**config.mk**
```make
export PLATFORM = sky130hd
export DESIGN_NAME = bcs_sequencer
export DESIGN_NICKNAME = d
export VERILOG_FILES = /design/src/pkg/bcs_pkg.sv /design/src/rtl/bcs_sequencer.sv
export SDC_FILE = /design/constraint.sdc
export NUM_CORES = 1
export LEC_CHECK = 0
export ABC_AREA = 0
export ABC_CLOCK_PERIOD_IN_PS = 2700
export BUFFER_PORTS_ARGS = -buffer_cell sky130_fd_sc_hd__buf_2
export CORE_MARGIN = 1.5
export CORE_UTILIZATION = 55
export DETAILED_ROUTE_END_ITERATION = 10
export PLACE_DENSITY = 0.78
export SYNTH_ARGS = -nofsm -noshare
export SYNTH_HDL_FRONTEND = slang
export SYNTH_SLANG_ARGS = --single-unit
```
**constraint.sdc**
```tcl
create_clock -name CLK -period 2.7 [get_ports CLK]
set_input_delay 0.405 -clock CLK [delete_from_list [all_inputs] [get_ports CLK]]
set_output_delay 0.405 -clock CLK [all_outputs]
set_load 0.01 [all_outputs]
```
**src/pkg/bcs_pkg.sv**
```systemverilog
package bcs_pkg;
  // ----------------------------------------------------------------
  // register map (byte addresses, one aligned word each)
  // ----------------------------------------------------------------
  localparam logic [3:0] ADDR_CONTROL     = 4'h0;  // software run enable
  localparam logic [3:0] ADDR_STATUS      = 4'h4;  // phase and flags
  localparam logic [3:0] ADDR_CHARGE_TIME = 4'h8;  // charge timer terminal count
  localparam logic [3:0] ADDR_PRE_TIME    = 4'hC;  // precharge timer terminal count

  // ----------------------------------------------------------------
  // field positions and reset values
  // ----------------------------------------------------------------
  localparam int CTL_SW_ENABLE_BIT = 0;  // software run enable
  localparam logic [31:0] CONTROL_RESET     = 32'h0000_0001;
  localparam logic [31:0] CHARGE_TIME_RESET = 32'h0001_0000;
  localparam logic [31:0] PRE_TIME_RESET    = 32'h0000_4000;

  // ----------------------------------------------------------------
  // switching timing at 25 MHz
  // ----------------------------------------------------------------
  localparam int CLK_HZ        = 25_000_000;
  localparam int SW_FREQ_HZ    = 1_000_000;  // fixed switching rate
  localparam int SW_PERIOD_CYC = CLK_HZ / SW_FREQ_HZ;  // 25 cycles
  localparam real CELL1_TARGET_V = 4.2;  // single-cell target
  localparam real CELL2_TARGET_V = 8.4;  // two-cell target
  localparam real LOW_SIDE_SYNC_A = 0.1;  // 100mA sync threshold
  localparam real PEAK_LIMIT_A    = 3.6;  // high-side peak limit

  // ----------------------------------------------------------------
  // phases and carriers
  // ----------------------------------------------------------------
  typedef enum logic [2:0] {
    PH_SLEEP, PH_IDLE, PH_PRECHARGE, PH_FAST, PH_REGULATE, PH_DONE, PH_FAULT
  } bcs_phase_t;

  typedef struct packed {
    logic supply_ok;     // adapter present
    logic charge_en_n;   // active-low enable pin
    logic therm_cold_ok; // above cold limit
    logic therm_hot_ok;  // inside hot limit
    logic therm_cut_ok;  // inside cutoff limit
    logic bat_low;       // under low_voltage_threshold
    logic bat_rch;       // under recharge threshold
    logic cur_term;      // at termination current
    logic cur_at_reg;    // voltage loop in control
    logic ovp;           // output overvoltage
    logic ttc_low;       // timer pin under enable level
    logic ttc_high;      // timer pin tied high
    logic ls_above;      // low-side current above 100mA
    logic hs_peak;       // high-side at peak limit
    logic pwm_demand;    // loop comparator wants on
    logic bat_replace;   // battery replacement seen
  } bcs_sense_t;
endpackage : bcs_pkg

```
**src/rtl/bcs_sequencer.sv**
```systemverilog
// Chosen here: the address map and the Wishbone interface to the registers.
`timescale 1ns/1ps
module bcs_sequencer
  import bcs_pkg::*;
#(
  parameter int TIMER_W = 32  // timer counter width
) (
  input  wire logic        CLK,
  input  wire logic        RST_N,
  input  wire logic        CE,
  input  wire bcs_sense_t  SENSE,
  input  wire logic        CELLS_SEL,
  input  wire logic        WB_CYC_I,
  input  wire logic        WB_STB_I,
  input  wire logic        WB_WE_I,
  input  wire logic [3:0]  WB_ADR_I,
  input  wire logic [3:0]  WB_SEL_I,
  input  wire logic [31:0] WB_DAT_I,
  output logic [31:0]      WB_DAT_O,
  output logic             WB_ACK_O,
  output logic             STATUS_LINE_A_O,
  output logic             STATUS_LINE_A_OE_N,
  output logic             STATUS_LINE_B_O,
  output logic             STATUS_LINE_B_OE_N,
  output logic             SUPPLY_GOOD_N_O,
  output logic             SUPPLY_GOOD_N_OE_N,
  output logic             HS_GATE,
  output logic             LS_GATE,
  output logic             CELL2_SELECT,
  output logic             PRECHARGE_CURRENT_SEL,
  output logic             DETECT_CURRENT_EN
);

  // ----------------------------------------------------------------
  // input synchronisers
  // ----------------------------------------------------------------
  bcs_sense_t sense_meta_reg;  // first stage, read only by second
  bcs_sense_t s;               // second stage, used by logic
  logic       cells_meta_reg;  // first stage of cell select
  logic       cells_reg;       // synchronised cell select

  // two stages on every comparator decision
  always_ff @(posedge CLK) begin
    if (!RST_N) begin
      sense_meta_reg <= '0;
      s              <= '0;
      cells_meta_reg <= 1'b0;
      cells_reg      <= 1'b0;
    end else if (CE) begin
      sense_meta_reg <= SENSE;
      s              <= sense_meta_reg;
      cells_meta_reg <= CELLS_SEL;
      cells_reg      <= cells_meta_reg;
    end
  end

  // ----------------------------------------------------------------
  // registers and bus
  // ----------------------------------------------------------------
  logic [31:0] control_reg;      // software enable
  logic [31:0] charge_time_reg;  // charge terminal count
  logic [31:0] pre_time_reg;     // precharge terminal count
  logic        ack_reg;          // bus acknowledge
  logic [31:0] dat_reg;          // read data
  logic        wb_req;           // new request this cycle
  bcs_phase_t  phase_reg;        // charge phase
  bcs_phase_t  phase_next;
  logic        ovp_reg;          // overvoltage held
  logic        pre_fault_reg;    // latched precharge fault
  logic        chg_fault_reg;    // latched charge timer fault
  logic        suspend;          // temperature suspend

  assign wb_req = WB_CYC_I && WB_STB_I && !ack_reg;

  // byte-lane merge helper
  function automatic logic [31:0] merge(input logic [31:0] old_v,
                                        input logic [31:0] new_v,
                                        input logic [3:0]  sel);
    logic [31:0] r;
    r = old_v;
    for (int i = 0; i < 4; i++) begin
      if (sel[i]) begin
        r[i*8 +: 8] = new_v[i*8 +: 8];
      end
    end
    return r;
  endfunction : merge

  // writes take effect with ack, one cycle after strobe
  always_ff @(posedge CLK) begin
    if (!RST_N) begin
      control_reg     <= CONTROL_RESET;
      charge_time_reg <= CHARGE_TIME_RESET;
      pre_time_reg    <= PRE_TIME_RESET;
    end else if (CE && wb_req && WB_WE_I) begin
      case (WB_ADR_I)
        ADDR_CONTROL:     control_reg     <= merge(control_reg, WB_DAT_I, WB_SEL_I);
        ADDR_CHARGE_TIME: charge_time_reg <= merge(charge_time_reg, WB_DAT_I, WB_SEL_I);
        ADDR_PRE_TIME:    pre_time_reg    <= merge(pre_time_reg, WB_DAT_I, WB_SEL_I);
        default: ;  // unmapped and read-only: write ignored
      endcase
    end
  end

  // ack and read data, unmapped reads give zero
  always_ff @(posedge CLK) begin
    if (!RST_N) begin
      ack_reg <= 1'b0;
      dat_reg <= 32'h0000_0000;
    end else if (CE) begin
      ack_reg <= wb_req;
      if (wb_req && !WB_WE_I) begin
        case (WB_ADR_I)
          ADDR_CONTROL:     dat_reg <= control_reg;
          ADDR_STATUS:      dat_reg <= {24'h00_0000, cells_reg, suspend, ovp_reg, chg_fault_reg,
                                        pre_fault_reg, 3'(phase_reg)};
          ADDR_CHARGE_TIME: dat_reg <= charge_time_reg;
          ADDR_PRE_TIME:    dat_reg <= pre_time_reg;
          default:          dat_reg <= 32'h0000_0000;
        endcase
      end
    end
  end
  assign WB_ACK_O = ack_reg;
  assign WB_DAT_O = dat_reg;

  // ----------------------------------------------------------------
  // restart events
  // ----------------------------------------------------------------
  logic ce_n_prev_reg;   // last enable pin level
  logic rch_prev_reg;    // last recharge compare
  logic ttc_low_prev_reg;
  logic [2:0] por_pend_reg;  // power-up start, held until both sync stages fill
  logic ce_fall;         // enable falling edge
  logic ce_rise;
  logic rch_fall;        // battery dropped under recharge level
  logic ttc_rise;        // timer pin rose through enable level
  logic restart;
  logic enabled;

  always_ff @(posedge CLK) begin
    if (!RST_N) begin
      ce_n_prev_reg    <= 1'b0;  // same as synchroniser reset: no false edge
      rch_prev_reg     <= 1'b0;
      ttc_low_prev_reg <= 1'b0;
      por_pend_reg     <= 3'h7;
    end else if (CE) begin
      ce_n_prev_reg    <= s.charge_en_n;
      rch_prev_reg     <= s.bat_rch;
      ttc_low_prev_reg <= s.ttc_low;
      por_pend_reg     <= {por_pend_reg[1:0], 1'b0};  // stale sync data would hide it
    end
  end

  assign ce_fall  = ce_n_prev_reg && !s.charge_en_n;
  assign ce_rise  = !ce_n_prev_reg && s.charge_en_n;
  assign rch_fall = !rch_prev_reg && s.bat_rch;
  assign ttc_rise = ttc_low_prev_reg && !s.ttc_low;
  assign enabled  = !s.charge_en_n && control_reg[CTL_SW_ENABLE_BIT];
  assign restart  = rch_fall || (por_pend_reg[2] && s.bat_rch) || ce_fall || ce_rise || ttc_rise;

  // ----------------------------------------------------------------
  // safety timers
  // ----------------------------------------------------------------
  logic [TIMER_W-1:0] pre_cnt_reg;  // precharge elapsed
  logic [TIMER_W-1:0] chg_cnt_reg;  // charge elapsed
  logic timer_on;   // charge timer allowed
  logic term_on;    // termination allowed
  logic pre_exp;
  logic chg_exp;

  assign timer_on = !s.ttc_low && !s.ttc_high;
  assign term_on  = !s.ttc_low;
  assign pre_exp  = pre_cnt_reg >= TIMER_W'(pre_time_reg);
  assign chg_exp  = chg_cnt_reg >= TIMER_W'(charge_time_reg);

  // counters hold during suspend, clear on new cycle
  always_ff @(posedge CLK) begin
    if (!RST_N) begin
      pre_cnt_reg <= '0;
      chg_cnt_reg <= '0;
    end else if (CE) begin
      if (restart || !timer_on) begin
        pre_cnt_reg <= '0;
        chg_cnt_reg <= '0;
      end else if (!suspend) begin
        if (phase_reg == PH_PRECHARGE && !pre_exp) begin
          pre_cnt_reg <= pre_cnt_reg + 1'b1;
        end
        if ((phase_reg == PH_FAST || phase_reg == PH_REGULATE) && !chg_exp) begin
          chg_cnt_reg <= chg_cnt_reg + 1'b1;
        end
      end
    end
  end

  // fault latches: reset or enable fall clear both; replacement clears precharge, recharge drop clears charge
  always_ff @(posedge CLK) begin
    if (!RST_N) begin
      pre_fault_reg <= 1'b0;
      chg_fault_reg <= 1'b0;
    end else if (CE) begin
      if (phase_reg == PH_PRECHARGE && pre_exp && timer_on && !suspend) begin
        pre_fault_reg <= 1'b1;
      end else if (s.bat_replace || ce_fall) begin
        pre_fault_reg <= 1'b0;
      end
      if (phase_reg inside {PH_FAST, PH_REGULATE} && chg_exp && timer_on && !suspend) begin
        chg_fault_reg <= 1'b1;
      end else if (rch_fall || ce_fall) begin
        chg_fault_reg <= 1'b0;
      end
    end
  end

  // overvoltage held until recharge level reached
  always_ff @(posedge CLK) begin
    if (!RST_N) begin
      ovp_reg <= 1'b0;
    end else if (CE) begin
      if (s.ovp) begin
        ovp_reg <= 1'b1;
      end else if (s.bat_rch) begin
        ovp_reg <= 1'b0;
      end
    end
  end

  // ----------------------------------------------------------------
  // phase sequencer
  // ----------------------------------------------------------------
  logic charging;
  assign charging = phase_reg == PH_PRECHARGE || phase_reg == PH_FAST ||
                    phase_reg == PH_REGULATE;
  // thermistor windows; fixed in-window voltage keeps these true
  assign suspend = charging ? !(s.therm_cold_ok && s.therm_cut_ok)
                            : 1'b0;

  // next phase
  always_comb begin
    phase_next = phase_reg;
    case (phase_reg)
      PH_SLEEP:     if (s.supply_ok) phase_next = PH_IDLE;
      PH_IDLE: begin
        // start only inside cold-to-hot window
        if (enabled && s.therm_cold_ok && s.therm_hot_ok && !ovp_reg) begin
          phase_next = s.bat_low ? PH_PRECHARGE : PH_FAST;
        end
      end
      PH_PRECHARGE: begin
        if (pre_fault_reg) phase_next = PH_FAULT;
        else if (!s.bat_low) phase_next = PH_FAST;
      end
      PH_FAST: begin
        if (chg_fault_reg) phase_next = PH_DONE;
        else if (s.cur_at_reg) phase_next = PH_REGULATE;
      end
      PH_REGULATE: begin
        if (chg_fault_reg) phase_next = PH_DONE;
        else if (term_on && s.cur_term) phase_next = PH_DONE;
      end
      PH_DONE:      if (restart) phase_next = PH_IDLE;
      PH_FAULT:     if (!pre_fault_reg) phase_next = PH_IDLE;
      default:      phase_next = PH_IDLE;
    endcase
    if (!enabled && charging) phase_next = PH_IDLE;
    if (!s.supply_ok) phase_next = PH_SLEEP;
  end

  always_ff @(posedge CLK) begin
    if (!RST_N) begin
      phase_reg <= PH_SLEEP;
    end else if (CE) begin
      phase_reg <= phase_next;
    end
  end

  // ----------------------------------------------------------------
  // fixed-frequency switching
  // ----------------------------------------------------------------
  logic [4:0] sw_cnt_reg;  // position in the 1MHz period
  logic       hs_reg;
  logic       ls_reg;
  logic       run_pwm;
  logic       cut_reg;     // peak seen in this period

  assign run_pwm = charging && !suspend && !ovp_reg;

  always_ff @(posedge CLK) begin
    if (!RST_N) begin
      sw_cnt_reg <= 5'h00;
    end else if (CE) begin
      sw_cnt_reg <= (sw_cnt_reg == 5'(SW_PERIOD_CYC - 1)) ? 5'h00 : sw_cnt_reg + 5'h01;
    end
  end

  // peak cut held to the period end, so one period gets one pulse
  always_ff @(posedge CLK) begin
    if (!RST_N) begin
      cut_reg <= 1'b0;
    end else if (CE) begin
      if (s.hs_peak) begin
        cut_reg <= 1'b1;
      end else if (sw_cnt_reg == 5'(SW_PERIOD_CYC - 1)) begin
        cut_reg <= 1'b0;
      end
    end
  end

  // gate follows demand every clock; peak limit cuts the pulse
  always_ff @(posedge CLK) begin
    if (!RST_N) begin
      hs_reg <= 1'b0;
      ls_reg <= 1'b0;
    end else if (CE) begin
      if (!run_pwm) begin
        hs_reg <= 1'b0;
        ls_reg <= 1'b0;
      end else if (s.hs_peak || cut_reg) begin
        hs_reg <= 1'b0;
        ls_reg <= s.ls_above;
      end else begin
        // duty follows demand: all-off gives 0%, all-on runs until the peak limit cuts it
        hs_reg <= s.pwm_demand;
        ls_reg <= !s.pwm_demand && s.ls_above;
      end
    end
  end
  assign HS_GATE = hs_reg;
  assign LS_GATE = ls_reg;

  // ----------------------------------------------------------------
  // pins
  // ----------------------------------------------------------------
  always_ff @(posedge CLK) begin
    if (!RST_N) begin
      STATUS_LINE_A_OE_N    <= 1'b1;
      STATUS_LINE_B_OE_N    <= 1'b1;
      SUPPLY_GOOD_N_OE_N    <= 1'b1;
      CELL2_SELECT          <= 1'b0;
      PRECHARGE_CURRENT_SEL <= 1'b0;
      DETECT_CURRENT_EN     <= 1'b0;
    end else if (CE) begin
      STATUS_LINE_A_OE_N    <= !(run_pwm);
      STATUS_LINE_B_OE_N    <= !(phase_reg == PH_DONE && !ovp_reg);
      SUPPLY_GOOD_N_OE_N    <= phase_reg == PH_SLEEP;
      CELL2_SELECT          <= cells_reg;
      PRECHARGE_CURRENT_SEL <= phase_reg == PH_PRECHARGE;
      DETECT_CURRENT_EN     <= phase_reg == PH_FAULT;
    end
  end
  assign STATUS_LINE_A_O = 1'b0;  // open drain pulls low
  assign STATUS_LINE_B_O = 1'b0;
  assign SUPPLY_GOOD_N_O = 1'b0;
endmodule : bcs_sequencer

```
[Yosys cells after proc, flatten, opt, wreduce, memory -nomap -nowiden]
Index checks and enable logic that the tools add are counted.
Storage, ports and cells
  register bits: 253
  input bits: 63
  output and inout bits: 44
  logic and storage cells: 211
Cells by class
  add/sub/neg operators: 3
  magnitude comparators: 2
  equal/unequal tests: 17
  mux-type cells: 34
  reductions and logical operators: 87
Operator list (count)
  32-bit 2-to-1 mux: 6
  32-bit one-hot mux with 4 select lines: 1
  32-bit by 1-bit adder with 32-bit output (second input constant): 2
  32-bit greater-or-equal comparator: 2
  3-bit AND reduction: 14
  3-bit 2-to-1 mux: 11
  1-bit logical AND: 30
  3-bit one-hot mux with 6 select lines: 1
  1-bit logical NOT: 17
  1-bit 2-to-1 mux: 14
  2-bit nonzero test: 7
  4-bit inequality test (second input constant): 3
  1-bit logical OR: 11
  5-bit by 4-bit inequality test with 1-bit output (second input constant): 2
  2-bit AND reduction: 5
  3-bit == test (second input constant): 3
  4-bit == test (second input constant): 2
  7-bit AND reduction: 1
  3-bit by 2-bit == test with 1-bit output (second input constant): 2
  5-bit by 1-bit adder with 5-bit output (second input constant): 1
  5-bit == test (second input constant): 1
  5-bit 2-to-1 mux: 1
  5-bit by 3-bit inequality test with 1-bit output (second input constant): 1
  4-bit by 3-bit == test with 1-bit output (second input constant): 1
  4 further kinds: 4

[Logic depth before layout (Yosys ltp)]
  word-level depth: 10
  gate-level depth with buffers: 10

[Least setup slack after synthesis]
OpenSTA, ideal clock, no wires.
  kind: flip-flop to flip-flop
  from: reg pre_cnt_reg[0]
  to: reg pre_cnt_reg[11]
  setup time: 0.071 ns
  arrival: 2.330 ns
  data required time: 2.629 ns
  slack: 0.299 ns
  stages on the path, launching flop included: 9
  buffers on the path: 0
  cell sequence: dfxtp_1 inv_1 ha_1 nand2b_4 a2111o_1 a311oi_2 a311oi_2 or4_1 a21oi_1
Between the ends
  longest elaborated chain between the ends: 5
  elaborated cells on any way between the ends: 9
  classes of those cells: 1 x add/sub; 1 x order compare; 3 x mux; 4 x reduce/logical
RTL lines
  from (decl): line bcs_sequencer.sv:165  | logic [TIMER_W-1:0] pre_cnt_reg;
  from (signal assigned): line bcs_sequencer.sv:188  | pre_cnt_reg <= pre_cnt_reg + 1'b1;
  32-bit greater-or-equal comparator: line bcs_sequencer.sv:174  | assign pre_exp = pre_cnt_reg >= TIMER_W'(pre_time_reg);
  1-bit logical NOT: line bcs_sequencer.sv:187  | if (phase_reg == PH_PRECHARGE && !pre_exp) begin
  1-bit logical AND: line bcs_sequencer.sv:187
  2-bit nonzero test (no source line)
  3-bit AND reduction (no source line)
Parallel ways exist; a longest one is shown, timed or not. The select of a mux whose other input is x is not followed.
A chain may end at the register's enable or synchronous reset.

[Worst setup path after layout]
  from: reg pre_time_reg[10]
  to: reg pre_fault_reg
Between the ends
  longest elaborated chain between the ends: 6
  elaborated cells on any way between the ends: 7
  classes of those cells: 1 x order compare; 1 x mux; 5 x reduce/logical
RTL lines
  from (decl): line bcs_sequencer.sv:62  | logic [31:0] pre_time_reg;
  from (signal assigned): line bcs_sequencer.sv:99  | ADDR_PRE_TIME: pre_time_reg <= merge(pre_time_reg, WB_DAT_I, WB_SEL_I);
  32-bit greater-or-equal comparator (*): line bcs_sequencer.sv:174
  1-bit logical AND (*) (3 in a row): line bcs_sequencer.sv:203  | if (phase_reg == PH_PRECHARGE && pre_exp && timer_on && !suspend) begin
  2-bit nonzero test (no source line)
  2-bit AND reduction (no source line)
  to (signal assigned): line bcs_sequencer.sv:200  | pre_fault_reg <= 1'b0;
  to (signal assigned): line bcs_sequencer.sv:204  | pre_fault_reg <= 1'b1;
  to (signal assigned): line bcs_sequencer.sv:206  | pre_fault_reg <= 1'b0;
  to (decl): line bcs_sequencer.sv:69  | logic pre_fault_reg;
Every way passes the cells marked *; elsewhere a longest branch is shown, timed or not.

==> results by group <==
Critical path
  • CP Capture Type: register
  • R2r worst-path depth: 9
  • Worst EP arrival: 3.08 ns
  • Worst Path Required: 3.17 ns
  • Setup CP Type: reg -> reg
  • CP max FO: 7
  • CP Launch Type: register
  • Worst R2R Setup Slack: 0.09 ns

Cells and area
  • P&R area growth vs syn: 17.0%
  • Nets: 1818
  • Fraction of layout cells with a size suffix above 1: 16.2%
  • Design Area, Final: 15300 µm²
  • Commonest non-fill, non-tap cell in the layout: dfxtp_1
  • Most frequent cells in the layout: dfxtp_1 (251), nand2_1 (176), nand3_1 (134), a21oi_1 (129), nor2_1 (111)
  • FILL cells: 1957

Floorplan
  • Core Region: 23400 µm²
  • I/O pins: 107
  • Die area: 24600 µm²
  • Die H: 157 µm
  • Initial Util: 55.7%
  • Die width: 157 µm
  • Row count: 56

Place
  • Detail Placement HPWL: 27200 µm
  • Worst slack, placed: -0.0507 ns
  • Dpl cell area: 14200 µm²
  • IO buf count: 103
  • GP Congestion: 0.897

Yosys
  • Compound-Gate Fraction of Synth Area: 18.7%
  • Post-synthesis mux area share: 6.84%
  • Synth Area in XOR/XNOR: 0.336%
  • Register area share after synthesis: 38.8%
  • Synth cell types: 85
  • Largest family of logic cells by synthesized area: simple AND/OR/NAND/NOR gates
  • Cells after Synth: 1574
  • Async SR Flop Fraction: 0%
  • Yosys reg bits: 253
  • Post-synthesis simple-gate area fraction: 22.8%
  • EDFF count, synth: 0
  • Adder-Cell Fraction of Synth Area: 6.52%
  • Synth Warn #: 0
  • Post-Syn Area: 13000 µm²
  • Avg Cell Area, Syn: 8.29 µm²
  • Top FF cell, synth: dfxtp_1

Pwr
  • Switch Pwr: 0.00190 W
  • Total Power: 0.00803 W
  • Sw frac: 23.7%
  • Leak pwr: 5.85 nW
  • Pwr Density: 526 nW/µm²
  • Combinational share of power: 5.8%
  • Internal power: 0.00613 W
  • Flop pwr share: 47.2%
  • Peak supply drop: 0.549 mV
  • Clock share of power: 47.0%

Clock network
  • Clock latency on the worst-skew pair: 0.54 ns
  • TritonCTS buffer count: 28
  • Htree depth: 1
  • Bufs on Longest Clock Path: 3
  • Clock sink count: 253
  • TritonCTS clock tree: built
  • Worst-path clk slew: 0.06 ns
  • Clk root buf: clkbuf_16

Drt
  • Antenna-violating nets left: 0
  • Wire per inst: 19.1 µm
  • Final wirelength: 38700 µm
  • Pre-antenna DRT Iters: 6
  • Vias: 12500
  • Initial drt markers: 1401
  • Residual DRC: 0
  • Vias/cell: 6.18

Min path
  • Hold Crit Depth: 3
  • Hold/Removal Path Class: in -> reg

GRT
  • Initial antenna violation count: 2
  • Largest net degree at the start of global routing: 177
  • Number of global-route vias before repair: 11900
  • First-pass GRT wire length: 61700 µm
  • GRT overflow: 0
  • GR Util All Layers: 31.3%

Timing
  • Worst-Margin Slew: 0.843 ns
  • Final worst slack: 0.0856 ns
  • Slew Limit Fails: 0
  • Final Hold Violating Endpoints: 0
  • Slew HR: 43.8%
  • FMAX: 382 MHz
  • Final critical-path required period: 2.61 ns
  • # setup viols final: 0
  • Hold WS: 0.106 ns
  • Final critical-path share of the clock period: 96.8%
  • Clock Skew: 0.0109 ns

Run
  • Max Cap Viol: 0

Outcome
  • Status: finished clean
[metrics by stage]
step	std cells	utilization, %	setup TNS (ns)
2_1_floorplan	1576	-	0
3_3_place_gp	1970	60.5	0
3_5_place_dp	1970	60.5	-0.0641
4_1_cts	2021	64.5	-0.0359
5_1_grt	2027	65.2	-0.0208
6_report	2028	65.2	0
[cell usage after synthesis (5+ instances only)]
master      n  area share, %
mux4_2      8            1.4
o211a_1     6           0.46
nand2b_1   15           0.72
a221o_1    10           0.77
a41oi_1     6           0.40
mux2i_1    70            5.4
nand3b_1    6           0.35
ha_1       68            6.5
clkbuf_1   63            1.8
nand4_1    30            1.4
o31ai_1     7           0.40
inv_1      99            2.8
nor3_1     31            1.2
a31oi_1    23            1.1
or3_1      10           0.48
buf_2      22           0.84
nor2b_1     5           0.24
nand2_1   176            5.1
buf_1       8           0.23
a21oi_1   129            5.0
or4_1       5           0.29
and3_1     27            1.3
nor2_1    111            3.2
a22oi_1    35            2.0
o21ai_0    51            2.0
o21a_1      6           0.35
o211ai_1   16           0.92
dfxtp_1   253             39
nand3_1   134            5.1
o22ai_1    26            1.2
nor4_1     18           0.86
a32oi_1     5           0.34
[cells by family after synthesis]
kind of cell / Yosys count
and+or+nand+nor: 602
other: 1
DFF: 253
buffers and inverters: 197
AOI/OAI and AO/OA: 369
xor gates and xnor gates: 5
muxes: 79
adders and majority gates: 68
[metal layers]
layer	part of all wire (%)	vias to the layer above	wire length, µm	global-route usage, %
met1	39	5930	15200	37.1
met5	0.031	-	12	0
met3	6.5	143	2500	5.15
li1	-	5934	-	-
met4	6.0	2	2320	18.0
met2	48	529	18600	53.6
[critical path: stages (launching register included)]
cell,delay (ns)
dfxtp_1,0.34
inv_1,0.09
ha_4,0.27
nand4_1,0.18
nor4_4,0.34
a311oi_4,0.17
a311o_2,0.48
buf_6,0.16
a2111o_1,0.36
a21oi_1,0.14
[power by group through the flow]
stage | Clock [W] | Sequential [W] | Combinational (W)
global placement | 0 | 0.00387 | 0.000442
global route | 0.00398 | 0.00380 | 0.000492
detailed placement | 0 | 0.00388 | 0.000449
finish | 0.00378 | 0.00379 | 0.000462
floorplan | 0 | 0.00387 | 0.000277
CTS | 0.00381 | 0.00379 | 0.000453
[final cells by class]
cell class / count / area (µm²) / share of cell area, %
Tap cell: 319 / 399 / 2.62
Antenna cell: 1 / 2.50 / 0.0164
Sequential cell: 253 / 5070 / 33.2
Inverter: 100 / 378 / 2.48
Timing Repair Buffer: 177 / 1150 / 7.53
Clock inverter: 8 / 52.6 / 0.344
Multi-Input combinational cell: 1127 / 7340 / 48.1
Clock buffer: 43 / 868 / 5.69
[repair_timing]
action	4_1_cts	5_1_grt
buffers inserted	0	5
pin swaps	0	9
cloned	0	1
resized for setup	2	20
setup endpoints to repair	15	64
hold buffers	0	0
[worst paths after layout]
path                                          to                           from
setup / recovery      pre_fault_reg$_SDFFE_PN0P_  pre_time_reg[10]$_SDFFE_PN0P_
hold reg to reg     control_reg[27]$_SDFFE_PN0P_   control_reg[27]$_SDFFE_PN0P_
setup reg to reg      pre_fault_reg$_SDFFE_PN0P_  pre_time_reg[10]$_SDFFE_PN0P_
hold / removal    sense_meta_reg[9]$_SDFFE_PN0P_                       SENSE[9]
(Power assumes the default switching activity.)
